### src/rtl/smux_pkg.sv
/*
  Constants for the status output pin multiplexer: register indices,
  field positions, reset values, pin positions and timing counts.
  Assumes a 100 MHz system clock shared by all users of the package.
*/
package smux_pkg;

  // Register indices; byte address is four times the index
  localparam logic [6:0] SMUX_IDX_GENERAL_CONFIG = 7'h00;
  localparam logic [6:0] SMUX_IDX_OUTPUT_STATUS_VALUE = 7'h02;
  localparam logic [6:0] SMUX_IDX_TX_SECTION_CONFIG = 7'h0c;
  localparam logic [6:0] SMUX_IDX_TX_LINE_CONFIG = 7'h0d;
  localparam logic [6:0] SMUX_IDX_RX_LINE_CONFIG = 7'h46;
  localparam logic [6:0] SMUX_IDX_LINK_STATUS = 7'h48;

  localparam logic [7:0] SMUX_REG_RESET = 8'h00;

  // Field positions
  localparam int SMUX_GEN_DEFECT_SEL_BIT = 2;
  localparam int SMUX_RX_LINE_CONFIG_SECT_EN_BIT = 0;
  localparam int SMUX_RX_LINE_CONFIG_LINE_EN_BIT = 1;
  localparam int SMUX_TX_LINE_CONFIG_LINE_EN_BIT = 4;
  localparam int SMUX_TX_SECTION_CONFIG_SECT_EN_BIT = 6;
  localparam int SMUX_STAT_RX_BUSY_BIT = 0;
  localparam int SMUX_STAT_TX_BUSY_BIT = 1;
  localparam int SMUX_STAT_TX_BIT_BIT = 2;
  localparam int SMUX_STAT_TX_SECT_BIT = 3;

  // Status pin positions
  localparam int SMUX_PIN_RX_CLK = 7;
  localparam int SMUX_PIN_RX_DATA = 6;
  localparam int SMUX_PIN_RX_SECT = 5;
  localparam int SMUX_PIN_TX_CLK = 4;
  localparam int SMUX_PIN_TX_SECT = 3;
  localparam int SMUX_PIN_CELL_SLOT = 2;

  // Timing
  localparam int SMUX_CLK_PERIOD_NS = 10;
  localparam int SMUX_DL_CLK_HIGH_NS = 50;
  localparam int SMUX_DL_CLK_LOW_NS = 50;
  localparam int SMUX_CELL_PULSE_NS = 20;
  localparam int SMUX_DL_CLK_HIGH_CYC =
    (SMUX_DL_CLK_HIGH_NS + SMUX_CLK_PERIOD_NS - 1) / SMUX_CLK_PERIOD_NS;
  localparam int SMUX_DL_CLK_LOW_CYC =
    (SMUX_DL_CLK_LOW_NS + SMUX_CLK_PERIOD_NS - 1) / SMUX_CLK_PERIOD_NS;
  localparam int SMUX_CELL_PULSE_CYC =
    (SMUX_CELL_PULSE_NS + SMUX_CLK_PERIOD_NS - 1) / SMUX_CLK_PERIOD_NS;
  localparam int SMUX_CNT_W = 8;

  typedef enum logic [1:0] {
    SMUX_DL_IDLE = 2'b00,
    SMUX_DL_HIGH = 2'b01,
    SMUX_DL_LOW = 2'b10
  } smux_dl_state_type;

endpackage

### src/rtl/smux_dl_port.sv
/*
  One serial data link bit port: on a bit strobe it drives a clock pulse
  with a data bit and channel indication, and samples a serial input at
  the falling edge of the clock it drives.
  Assumes strobes arrive at least HIGH_CYC + LOW_CYC + 1 clock cycles apart (11 by default).
*/
`timescale 1ns/1ns
module smux_dl_port
  import smux_pkg::*;
#(
  parameter int HIGH_CYC = SMUX_DL_CLK_HIGH_CYC,
  parameter int LOW_CYC = SMUX_DL_CLK_LOW_CYC
) (
  // Clock and reset
  input wire logic clk_i,
  input wire logic rst_i,
  // Bit request
  input wire logic bit_stb_i,
  input wire logic bit_i,
  input wire logic sect_i,
  input wire logic ser_i,
  // Serial side
  output logic ser_clk_o,
  output logic ser_data_o,
  output logic sect_o,
  output logic busy_o,
  // Sampled bit
  output logic sample_o,
  output logic sample_stb_o
);

  localparam logic [SMUX_CNT_W-1:0] HIGH_LAST =
    SMUX_CNT_W'(HIGH_CYC - 1);
  localparam logic [SMUX_CNT_W-1:0] LOW_LAST = SMUX_CNT_W'(LOW_CYC - 1);
  localparam logic [SMUX_CNT_W-1:0] CNT_ZERO = '0;

  smux_dl_state_type state_q;
  logic [SMUX_CNT_W-1:0] cnt_q;

  always_ff @(posedge clk_i) begin
    if (rst_i) begin
      state_q <= SMUX_DL_IDLE;
      cnt_q <= CNT_ZERO;
      ser_clk_o <= 1'b0;
      ser_data_o <= 1'b0;
      sect_o <= 1'b0;
      busy_o <= 1'b0;
    end else begin
      case (state_q)
        SMUX_DL_IDLE: begin
          // Strobes while busy are dropped, so the source must pace itself
          if (bit_stb_i) begin
            state_q <= SMUX_DL_HIGH;
            cnt_q <= HIGH_LAST;
            ser_clk_o <= 1'b1;
            ser_data_o <= bit_i;
            sect_o <= sect_i;
            busy_o <= 1'b1;
          end
        end
        SMUX_DL_HIGH: begin
          if (cnt_q == CNT_ZERO) begin
            state_q <= SMUX_DL_LOW;
            cnt_q <= LOW_LAST;
            ser_clk_o <= 1'b0;
          end else begin
            cnt_q <= cnt_q - 1'b1;
          end
        end
        SMUX_DL_LOW: begin
          if (cnt_q == CNT_ZERO) begin
            state_q <= SMUX_DL_IDLE;
            busy_o <= 1'b0;
          end else begin
            cnt_q <= cnt_q - 1'b1;
          end
        end
        default: begin
          state_q <= SMUX_DL_IDLE;
          ser_clk_o <= 1'b0;
          busy_o <= 1'b0;
        end
      endcase
    end
  end

  // Sample at the falling edge of the driven clock
  always_ff @(posedge clk_i) begin
    if (rst_i) begin
      sample_o <= 1'b0;
      sample_stb_o <= 1'b0;
    end else begin
      sample_stb_o <= 1'b0;
      if (state_q == SMUX_DL_HIGH && cnt_q == CNT_ZERO) begin
        sample_o <= ser_i;
        sample_stb_o <= 1'b1;
      end
    end
  end

endmodule

### src/rtl/smux_slot_pulse.sv
/*
  Cell slot pulse stretcher: each slot start gives a pulse of fixed width.
  Assumes slot starts are already in the system clock domain.
*/
`timescale 1ns/1ns
module smux_slot_pulse
  import smux_pkg::*;
#(
  parameter int PULSE_CYC = SMUX_CELL_PULSE_CYC
) (
  // Clock and reset
  input wire logic clk_i,
  input wire logic rst_i,
  // Slot start and pulse
  input wire logic start_i,
  output logic pulse_o
);

  localparam logic [SMUX_CNT_W-1:0] PULSE_LAST =
    SMUX_CNT_W'(PULSE_CYC - 1);
  localparam logic [SMUX_CNT_W-1:0] CNT_ZERO = '0;

  logic [SMUX_CNT_W-1:0] cnt_q;

  always_ff @(posedge clk_i) begin
    if (rst_i) begin
      cnt_q <= CNT_ZERO;
      pulse_o <= 1'b0;
    end else if (start_i) begin
      // A new slot restarts the pulse rather than merging into it
      cnt_q <= PULSE_LAST;
      pulse_o <= 1'b1;
    end else if (cnt_q != CNT_ZERO) begin
      cnt_q <= cnt_q - 1'b1;
    end else begin
      pulse_o <= 1'b0;
    end
  end

endmodule

### src/rtl/smux_top.sv
/*
  Status output pin multiplexer with its Wishbone register slave.
  Each status pin shows a software bit or a defect flag; on the WAN
  variant the upper pins may carry receive and transmit data link timing
  and the cell slot strobe instead.
  Assumes defect flags, link bit strobes and slot starts are synchronous
  to clk_i, and a classic Wishbone master with 32-bit data.
*/
// Design decision made here: the Wishbone register port.
`timescale 1ns/1ns
module smux_top
  import smux_pkg::*;
#(
  parameter bit WAN_VARIANT = 1'b1,
  parameter int ADR_W = 9
) (
  // Clock and reset
  input wire logic clk_i,
  input wire logic rst_i,
  // Wishbone slave
  input wire logic wb_cyc_i,
  input wire logic wb_stb_i,
  input wire logic wb_we_i,
  input wire logic [ADR_W-1:0] wb_adr_i,
  input wire logic [3:0] wb_sel_i,
  input wire logic [31:0] wb_dat_i,
  output logic [31:0] wb_dat_o,
  output logic wb_ack_o,
  // Defect flags
  input wire logic los_i,
  input wire logic oof_i,
  input wire logic lop_i,
  input wire logic ais_l_i,
  input wire logic rdi_l_i,
  input wire logic ais_p_i,
  input wire logic rdi_p_i,
  input wire logic locd_i,
  // Receive link bits from overhead extraction
  input wire logic rx_dl_bit_stb_i,
  input wire logic rx_dl_bit_i,
  input wire logic rx_dl_sect_i,
  // Transmit link bit requests from overhead insertion
  input wire logic tx_dl_req_i,
  input wire logic tx_dl_sect_i,
  output logic tx_dl_bit_o,
  output logic tx_dl_bit_stb_o,
  // Transmit cell slot start
  input wire logic cell_slot_start_i,
  // Pins
  input wire logic tx_link_serial_in_i,
  output logic [7:0] status_pins_o
);

  localparam logic [31:0] DAT_ZERO = 32'h0000_0000;

  logic [7:0] general_config_q;
  logic [7:0] output_status_value_q;
  logic [7:0] tx_section_config_q;
  logic [7:0] tx_line_config_q;
  logic [7:0] rx_line_config_q;
  logic [7:0] link_status_d;
  logic [7:0] status_pins_d;
  logic [7:0] defect_vec;
  logic [6:0] word_idx;
  logic wb_req;
  logic wb_wr;
  logic rx_sel;
  logic tx_sel;
  logic rx_ch_en;
  logic tx_ch_en;
  logic rx_clk;
  logic rx_data;
  logic rx_sect;
  logic rx_busy;
  logic tx_clk;
  logic tx_sect;
  logic tx_busy;
  logic tx_sample;
  logic tx_sample_stb;
  logic slot_pulse;
  logic tx_serial;

  function automatic logic reg_hit(input logic [6:0] idx,
                                   input logic [6:0] reg_idx);
    reg_hit = (idx == reg_idx);
  endfunction

  assign word_idx = wb_adr_i[8:2];
  assign wb_req = wb_cyc_i & wb_stb_i;
  // Writes land at the edge where the master sees ack
  assign wb_wr = wb_req & wb_we_i & wb_sel_i[0] & wb_ack_o;

  // Bus answer: one wait cycle, then ack for one cycle
  always_ff @(posedge clk_i) begin
    if (rst_i) begin
      wb_ack_o <= 1'b0;
    end else begin
      wb_ack_o <= wb_req & ~wb_ack_o;
    end
  end

  always_ff @(posedge clk_i) begin
    if (rst_i) begin
      wb_dat_o <= DAT_ZERO;
    end else if (wb_req & ~wb_ack_o) begin
      wb_dat_o <= DAT_ZERO;
      if (reg_hit(word_idx, SMUX_IDX_GENERAL_CONFIG)) begin
        wb_dat_o[7:0] <= general_config_q;
      end else if (reg_hit(word_idx, SMUX_IDX_OUTPUT_STATUS_VALUE)) begin
        wb_dat_o[7:0] <= output_status_value_q;
      end else if (reg_hit(word_idx, SMUX_IDX_TX_SECTION_CONFIG)) begin
        wb_dat_o[7:0] <= tx_section_config_q;
      end else if (reg_hit(word_idx, SMUX_IDX_TX_LINE_CONFIG)) begin
        wb_dat_o[7:0] <= tx_line_config_q;
      end else if (reg_hit(word_idx, SMUX_IDX_RX_LINE_CONFIG)) begin
        wb_dat_o[7:0] <= rx_line_config_q;
      end else if (reg_hit(word_idx, SMUX_IDX_LINK_STATUS)) begin
        wb_dat_o[7:0] <= link_status_d;
      end
    end
  end

  always_ff @(posedge clk_i) begin
    if (rst_i) begin
      general_config_q <= SMUX_REG_RESET;
      output_status_value_q <= SMUX_REG_RESET;
      tx_section_config_q <= SMUX_REG_RESET;
      tx_line_config_q <= SMUX_REG_RESET;
      rx_line_config_q <= SMUX_REG_RESET;
    end else if (wb_wr) begin
      if (reg_hit(word_idx, SMUX_IDX_GENERAL_CONFIG)) begin
        general_config_q <= wb_dat_i[7:0];
      end
      if (reg_hit(word_idx, SMUX_IDX_OUTPUT_STATUS_VALUE)) begin
        output_status_value_q <= wb_dat_i[7:0];
      end
      if (reg_hit(word_idx, SMUX_IDX_TX_SECTION_CONFIG)) begin
        tx_section_config_q <= wb_dat_i[7:0];
      end
      if (reg_hit(word_idx, SMUX_IDX_TX_LINE_CONFIG)) begin
        tx_line_config_q <= wb_dat_i[7:0];
      end
      if (reg_hit(word_idx, SMUX_IDX_RX_LINE_CONFIG)) begin
        rx_line_config_q <= wb_dat_i[7:0];
      end
    end
  end

  always_comb begin
    link_status_d = SMUX_REG_RESET;
    link_status_d[SMUX_STAT_RX_BUSY_BIT] = rx_busy;
    link_status_d[SMUX_STAT_TX_BUSY_BIT] = tx_busy;
    link_status_d[SMUX_STAT_TX_BIT_BIT] = tx_dl_bit_o;
    link_status_d[SMUX_STAT_TX_SECT_BIT] = tx_sect;
  end

  // Link selection exists only on the WAN variant
  assign rx_sel = WAN_VARIANT &
    (rx_line_config_q[SMUX_RX_LINE_CONFIG_SECT_EN_BIT] |
     rx_line_config_q[SMUX_RX_LINE_CONFIG_LINE_EN_BIT]);
  assign tx_sel = WAN_VARIANT &
    (tx_line_config_q[SMUX_TX_LINE_CONFIG_LINE_EN_BIT] |
     tx_section_config_q[SMUX_TX_SECTION_CONFIG_SECT_EN_BIT]);
  // Each channel bit lets only its own octets through
  assign rx_ch_en = rx_dl_sect_i ?
    rx_line_config_q[SMUX_RX_LINE_CONFIG_SECT_EN_BIT] :
    rx_line_config_q[SMUX_RX_LINE_CONFIG_LINE_EN_BIT];
  assign tx_ch_en = tx_dl_sect_i ?
    tx_section_config_q[SMUX_TX_SECTION_CONFIG_SECT_EN_BIT] :
    tx_line_config_q[SMUX_TX_LINE_CONFIG_LINE_EN_BIT];
  // A grounded LAN input is ignored anyway
  assign tx_serial = WAN_VARIANT & tx_link_serial_in_i;

  smux_dl_port u_rx_port (
    .clk_i(clk_i),
    .rst_i(rst_i),
    .bit_stb_i(rx_dl_bit_stb_i & rx_sel & rx_ch_en),
    .bit_i(rx_dl_bit_i),
    .sect_i(rx_dl_sect_i),
    .ser_i(1'b0),
    .ser_clk_o(rx_clk),
    .ser_data_o(rx_data),
    .sect_o(rx_sect),
    .busy_o(rx_busy),
    .sample_o(),
    .sample_stb_o()
  );

  smux_dl_port u_tx_port (
    .clk_i(clk_i),
    .rst_i(rst_i),
    .bit_stb_i(tx_dl_req_i & tx_sel & tx_ch_en),
    .bit_i(1'b0),
    .sect_i(tx_dl_sect_i),
    .ser_i(tx_serial),
    .ser_clk_o(tx_clk),
    .ser_data_o(),
    .sect_o(tx_sect),
    .busy_o(tx_busy),
    .sample_o(tx_sample),
    .sample_stb_o(tx_sample_stb)
  );

  smux_slot_pulse u_slot (
    .clk_i(clk_i),
    .rst_i(rst_i),
    .start_i(cell_slot_start_i & tx_sel),
    .pulse_o(slot_pulse)
  );

  // Sampled bits go on to overhead insertion
  always_ff @(posedge clk_i) begin
    if (rst_i) begin
      tx_dl_bit_o <= 1'b0;
      tx_dl_bit_stb_o <= 1'b0;
    end else begin
      tx_dl_bit_stb_o <= tx_sample_stb;
      if (tx_sample_stb) begin
        tx_dl_bit_o <= tx_sample;
      end
    end
  end

  assign defect_vec = {los_i, oof_i, lop_i, ais_l_i,
                       rdi_l_i, ais_p_i, rdi_p_i, locd_i};

  always_comb begin
    status_pins_d = general_config_q[SMUX_GEN_DEFECT_SEL_BIT] ?
      defect_vec : output_status_value_q;
    if (rx_sel) begin
      status_pins_d[SMUX_PIN_RX_CLK] = rx_clk;
      status_pins_d[SMUX_PIN_RX_DATA] = rx_data;
      status_pins_d[SMUX_PIN_RX_SECT] = rx_sect;
    end
    if (tx_sel) begin
      status_pins_d[SMUX_PIN_TX_CLK] = tx_clk;
      status_pins_d[SMUX_PIN_TX_SECT] = tx_sect;
      status_pins_d[SMUX_PIN_CELL_SLOT] = slot_pulse;
    end
  end

  // One register stage keeps the pins glitch free
  always_ff @(posedge clk_i) begin
    if (rst_i) begin
      status_pins_o <= SMUX_REG_RESET;
    end else begin
      status_pins_o <= status_pins_d;
    end
  end

endmodule

### config.mk
export PLATFORM = sky130hd
export DESIGN_NAME = smux_top
export DESIGN_NICKNAME = d
export VERILOG_FILES = /design/src/rtl/smux_pkg.sv /design/src/rtl/smux_dl_port.sv /design/src/rtl/smux_slot_pulse.sv /design/src/rtl/smux_top.sv
export SDC_FILE = /design/constraint.sdc
export NUM_CORES = 1
export LEC_CHECK = 0
export ABC_CLOCK_PERIOD_IN_PS = 2800
export BUFFER_PORTS_ARGS = -buffer_cell sky130_fd_sc_hd__buf_2
export CORE_ASPECT_RATIO = 0.75
export CORE_UTILIZATION = 39
export CTS_BUF_LIST = sky130_fd_sc_hd__clkbuf_4 sky130_fd_sc_hd__clkbuf_8
export DETAILED_ROUTE_END_ITERATION = 6
export HOLD_SLACK_MARGIN = 0.08
export PLACE_DENSITY_LB_ADDON = 0.1
export SLEW_MARGIN = 20
export SYNTH_ARGS = -nofsm -noshare
export SYNTH_HDL_FRONTEND = slang
export SYNTH_SLANG_ARGS = --single-unit
### constraint.sdc
create_clock -name clk_i -period 2.8 [get_ports clk_i]
set_input_delay 0.42 -clock clk_i [delete_from_list [all_inputs] [get_ports clk_i]]
set_output_delay 0.42 -clock clk_i [all_outputs]
set_load 0.01 [all_outputs]
==> results by group <==
CTS
  • Clk buf depth: 2
  • Post-CTS Hold Buffers: 0
  • Post-CTS setup buffer count: 0
  • Worst-skew pair later-pin latency: 0.38 ns
  • TritonCTS buffer count: 9
  • CTS tree: yes
  • Htree depth: 3
  • Clock transition at path regs: 0.09 ns
  • CTS resizes: 0
  • TritonCTS sink count: 97
  • Root buf cell: clkbuf_8

Synth
  • Area leader, netlist: dfxtp_1
  • Area contributors post-synth: dfxtp_1 (41%), mux2i_1 (8.0%), nor2_1 (6.9%), a21oi_1 (4.8%), buf_4 (3.8%)
  • Post-synthesis adder-cell area fraction: under 10%
  • Total of warnings raised by yosys: 0
  • Post-synthesis register bit count: 97
  • Syn Std Cell Area: ~4700 µm²
  • Post-synth EDFFs: 0
  • Synthesized instance count: around 560
  • Average size of a mapped cell: 8.43 µm²
  • Mux cell area share after synthesis: under 10%
  • Top-count cell post-synth: dfxtp_1
  • Asr flop ratio synth: 0%
  • Compound-gate portion of the synthesized area: 16.0%
  • Synth Area in XOR/XNOR: between 2 and 2.5%
  • Netlist cell types: 58
  • Post-Synth Simple-Gate Area: 22.5%
  • Sequential area share after synthesis: 41.0%
  • Post-synth top area share: 41.0%
  • Ys flop type: dfxtp_1
  • Synth cell count leaders: dfxtp_1 (97), nor2_1 (87), a21oi_1 (45)
  • Largest family of logic cells by synthesized area: simple AND/OR/NAND/NOR gates

Timing
  • RSZ-0062 raised after global routing: false
  • Final setup violating endpoints: 0
  • Clock Skew: about 0.013 ns
  • Setup_tns: 0 ns
  • Worst-Margin Slew: around 0.76 ns
  • Crit path time final: between 2 and 2.5 ns
  • Max frequency: 456 MHz
  • Max-slew violation count: 0
  • Final hold viol count: 0
  • Relative slew slack: 48.9%
  • Tcrit/Tclk final: 78.4%

Setup path
  • R2R Path End: u_rx_port.cnt_q[1]
  • Critical Path Sink Type: register
  • R2R depth: 7
  • Worst path required time: ~3.1 ns
  • CP Launch Type: register
  • Reg2Reg Setup Slack: around 0.61 ns
  • Crit path from: u_rx_port.state_q[0]
  • Crit path max fanout: 10
  • Worst setup path class: register to register
  • Crit path DAT: 2.50 ns
  • R2r startpoint: u_rx_port.state_q[0]

Run status
  • Status: finished clean

Power and ir drop
  • Clock share of power: around a third
  • P_leak: 2.25 nW
  • Sequential share of power: around 48%
  • Power per cell area: 590 nW/µm²
  • Combinational share of power: between 10% and 20%
  • Psw: ~940 µW
  • Peak supply drop: 0.263 mV
  • Pint: around 2.2 mW
  • Switching Share: 29.8%

Cells and area
  • ANT cells: 0
  • Share of cells above drive strength 1: between 10% and 20%
  • Area grow syn2layout: 12.4%
  • Core Util, Final: 45.5%
  • Final net count: 687

Hold path
  • Hold endpoint: status_pins_o[1]
  • HP Class: input port to register
  • WHS Path Cells: 3
  • Worst Hold Launch: rdi_p_i

Die
  • Die X: 129 µm
  • Die H: 97.4 µm
  • Core ar.: 11700 µm²
  • Die Area: 12600 µm²
  • IO Count: around 110
  • Cell row count: 34
  • Initial core utilization: 40.5%

Flow run
  • MaxCap Viol Count: 0

Routing
  • Via count: between 4000 and 5000
  • DR vias/cell: 5.18
  • Routed Antenna Nets: 0
  • WL final: 11.4 mm
  • Wire per inst: 14.7 µm
  • Iteration-0 DRC Markers: 275
  • Pre-antenna DRT Iters: 5
  • # DRC: 0

Place
  • PortBufs: 54
  • Placed wire-length estimate: between 8 and 9 mm
  • RD Place Congestion: 0.807

Global routing
  • First-pass GRT wire length: 18.8 mm
  • Initial antenna violation count: 0
  • Gr usage total: a little under a fifth
  • Vias in the first global route: 3618
  • Largest net degree at the start of global routing: 88
  • Gr ovfl total: 0
-- worst max-delay path: stages, from the launching register on --
cell,delay [ns]
dfxtp_1,0.33
inv_1,0.08
ha_1,0.33
nor2_1,0.15
o2bb2ai_1,0.25
nand2_1,0.26
or4_1,0.57
a21oi_1,0.15
-- worst max path at each step --
stage / end
after floorplan: u_rx_port.cnt_q[1]
after global placement: u_rx_port.cnt_q[1]
after detailed placement: tx_line_config_q[2]
after CTS: u_rx_port.cnt_q[1]
after global routing: u_rx_port.cnt_q[1]
final: u_rx_port.cnt_q[1]
-- layout make-up --
class	instances	area (µm²)
timing repair buffer	63	350
multi-input combinational	426	2550
inverter	15	56.3
fill	1187	6380
clock inverter	7	100
sequential	97	1940
clock buffer	9	124
tap	162	203
-- layout by cell type, fill, tap and decap left out, types with 5 or more instances in the layout --
cell type / synthesis / final
dfxtp_1: 97 / 97
nor2_1: 87 / 87
buf_2: 2 / 54
a21oi_1: 45 / 45
nand2_1: 42 / 42
mux2i_1: 38 / 38
nand3_1: 24 / 24
conb_1: 1 / 24
o21ai_0: 23 / 23
inv_1: 15 / 15
nor3_1: 11 / 11
a211oi_1: 10 / 10
ha_1: 10 / 10
clkbuf_8: 0 / 9
nor4_1: 8 / 8
nor2b_1: 8 / 8
buf_4: 24 / 8
xor2_1: 7 / 7
and2_1: 5 / 5
o22ai_1: 5 / 5
xnor2_1: 5 / 5
-- cells by family (layout without fill, tap and decap cells) --
group,after synthesis,after routing
XOR/XNOR,12,12
other,1,24
AO/OA/AOI/OAI,120,120
flip-flops,97,97
adder cells (fa/ha/maj),10,10
buffers and inverters,62,94
multiplexers,40,40
AND/OR/NAND/NOR,220,220
-- power groups by stage --
stage / clock network, mW / logic (mW) / registers (mW)
6_report: 1.03 / 0.598 / 1.51
3_3_place_gp: 0 / 0.587 / 1.54
3_5_place_dp: 0 / 0.597 / 1.54
4_1_cts: 1.07 / 0.601 / 1.51
2_1_floorplan: 0 / 0.486 / 1.53
5_1_grt: 1.13 / 0.677 / 1.52
-- stage by stage --
stage	area, µm²	power [mW]	hold slack, ns	setup slack [ns]	cells
after floorplan	4820	2.02	0.436	0.840	585
after global placement	5100	2.13	0.442	0.657	763
after detailed placement	5100	2.14	0.448	0.607	763
after CTS	5320	3.18	0.264	0.618	779
after global routing	5320	3.33	0.258	0.433	779
final	5320	3.14	0.279	0.606	779
-- per-layer routing --
metal	GRT usage, %	wire, µm	part of all wire, %
met1	28.3	5810	51
met2	27.4	4950	43
met3	4.19	568	5.0
met4	5.16	81	0.71
met5	0	0	0
No activity file was read; power rests on OpenSTA's default activity.
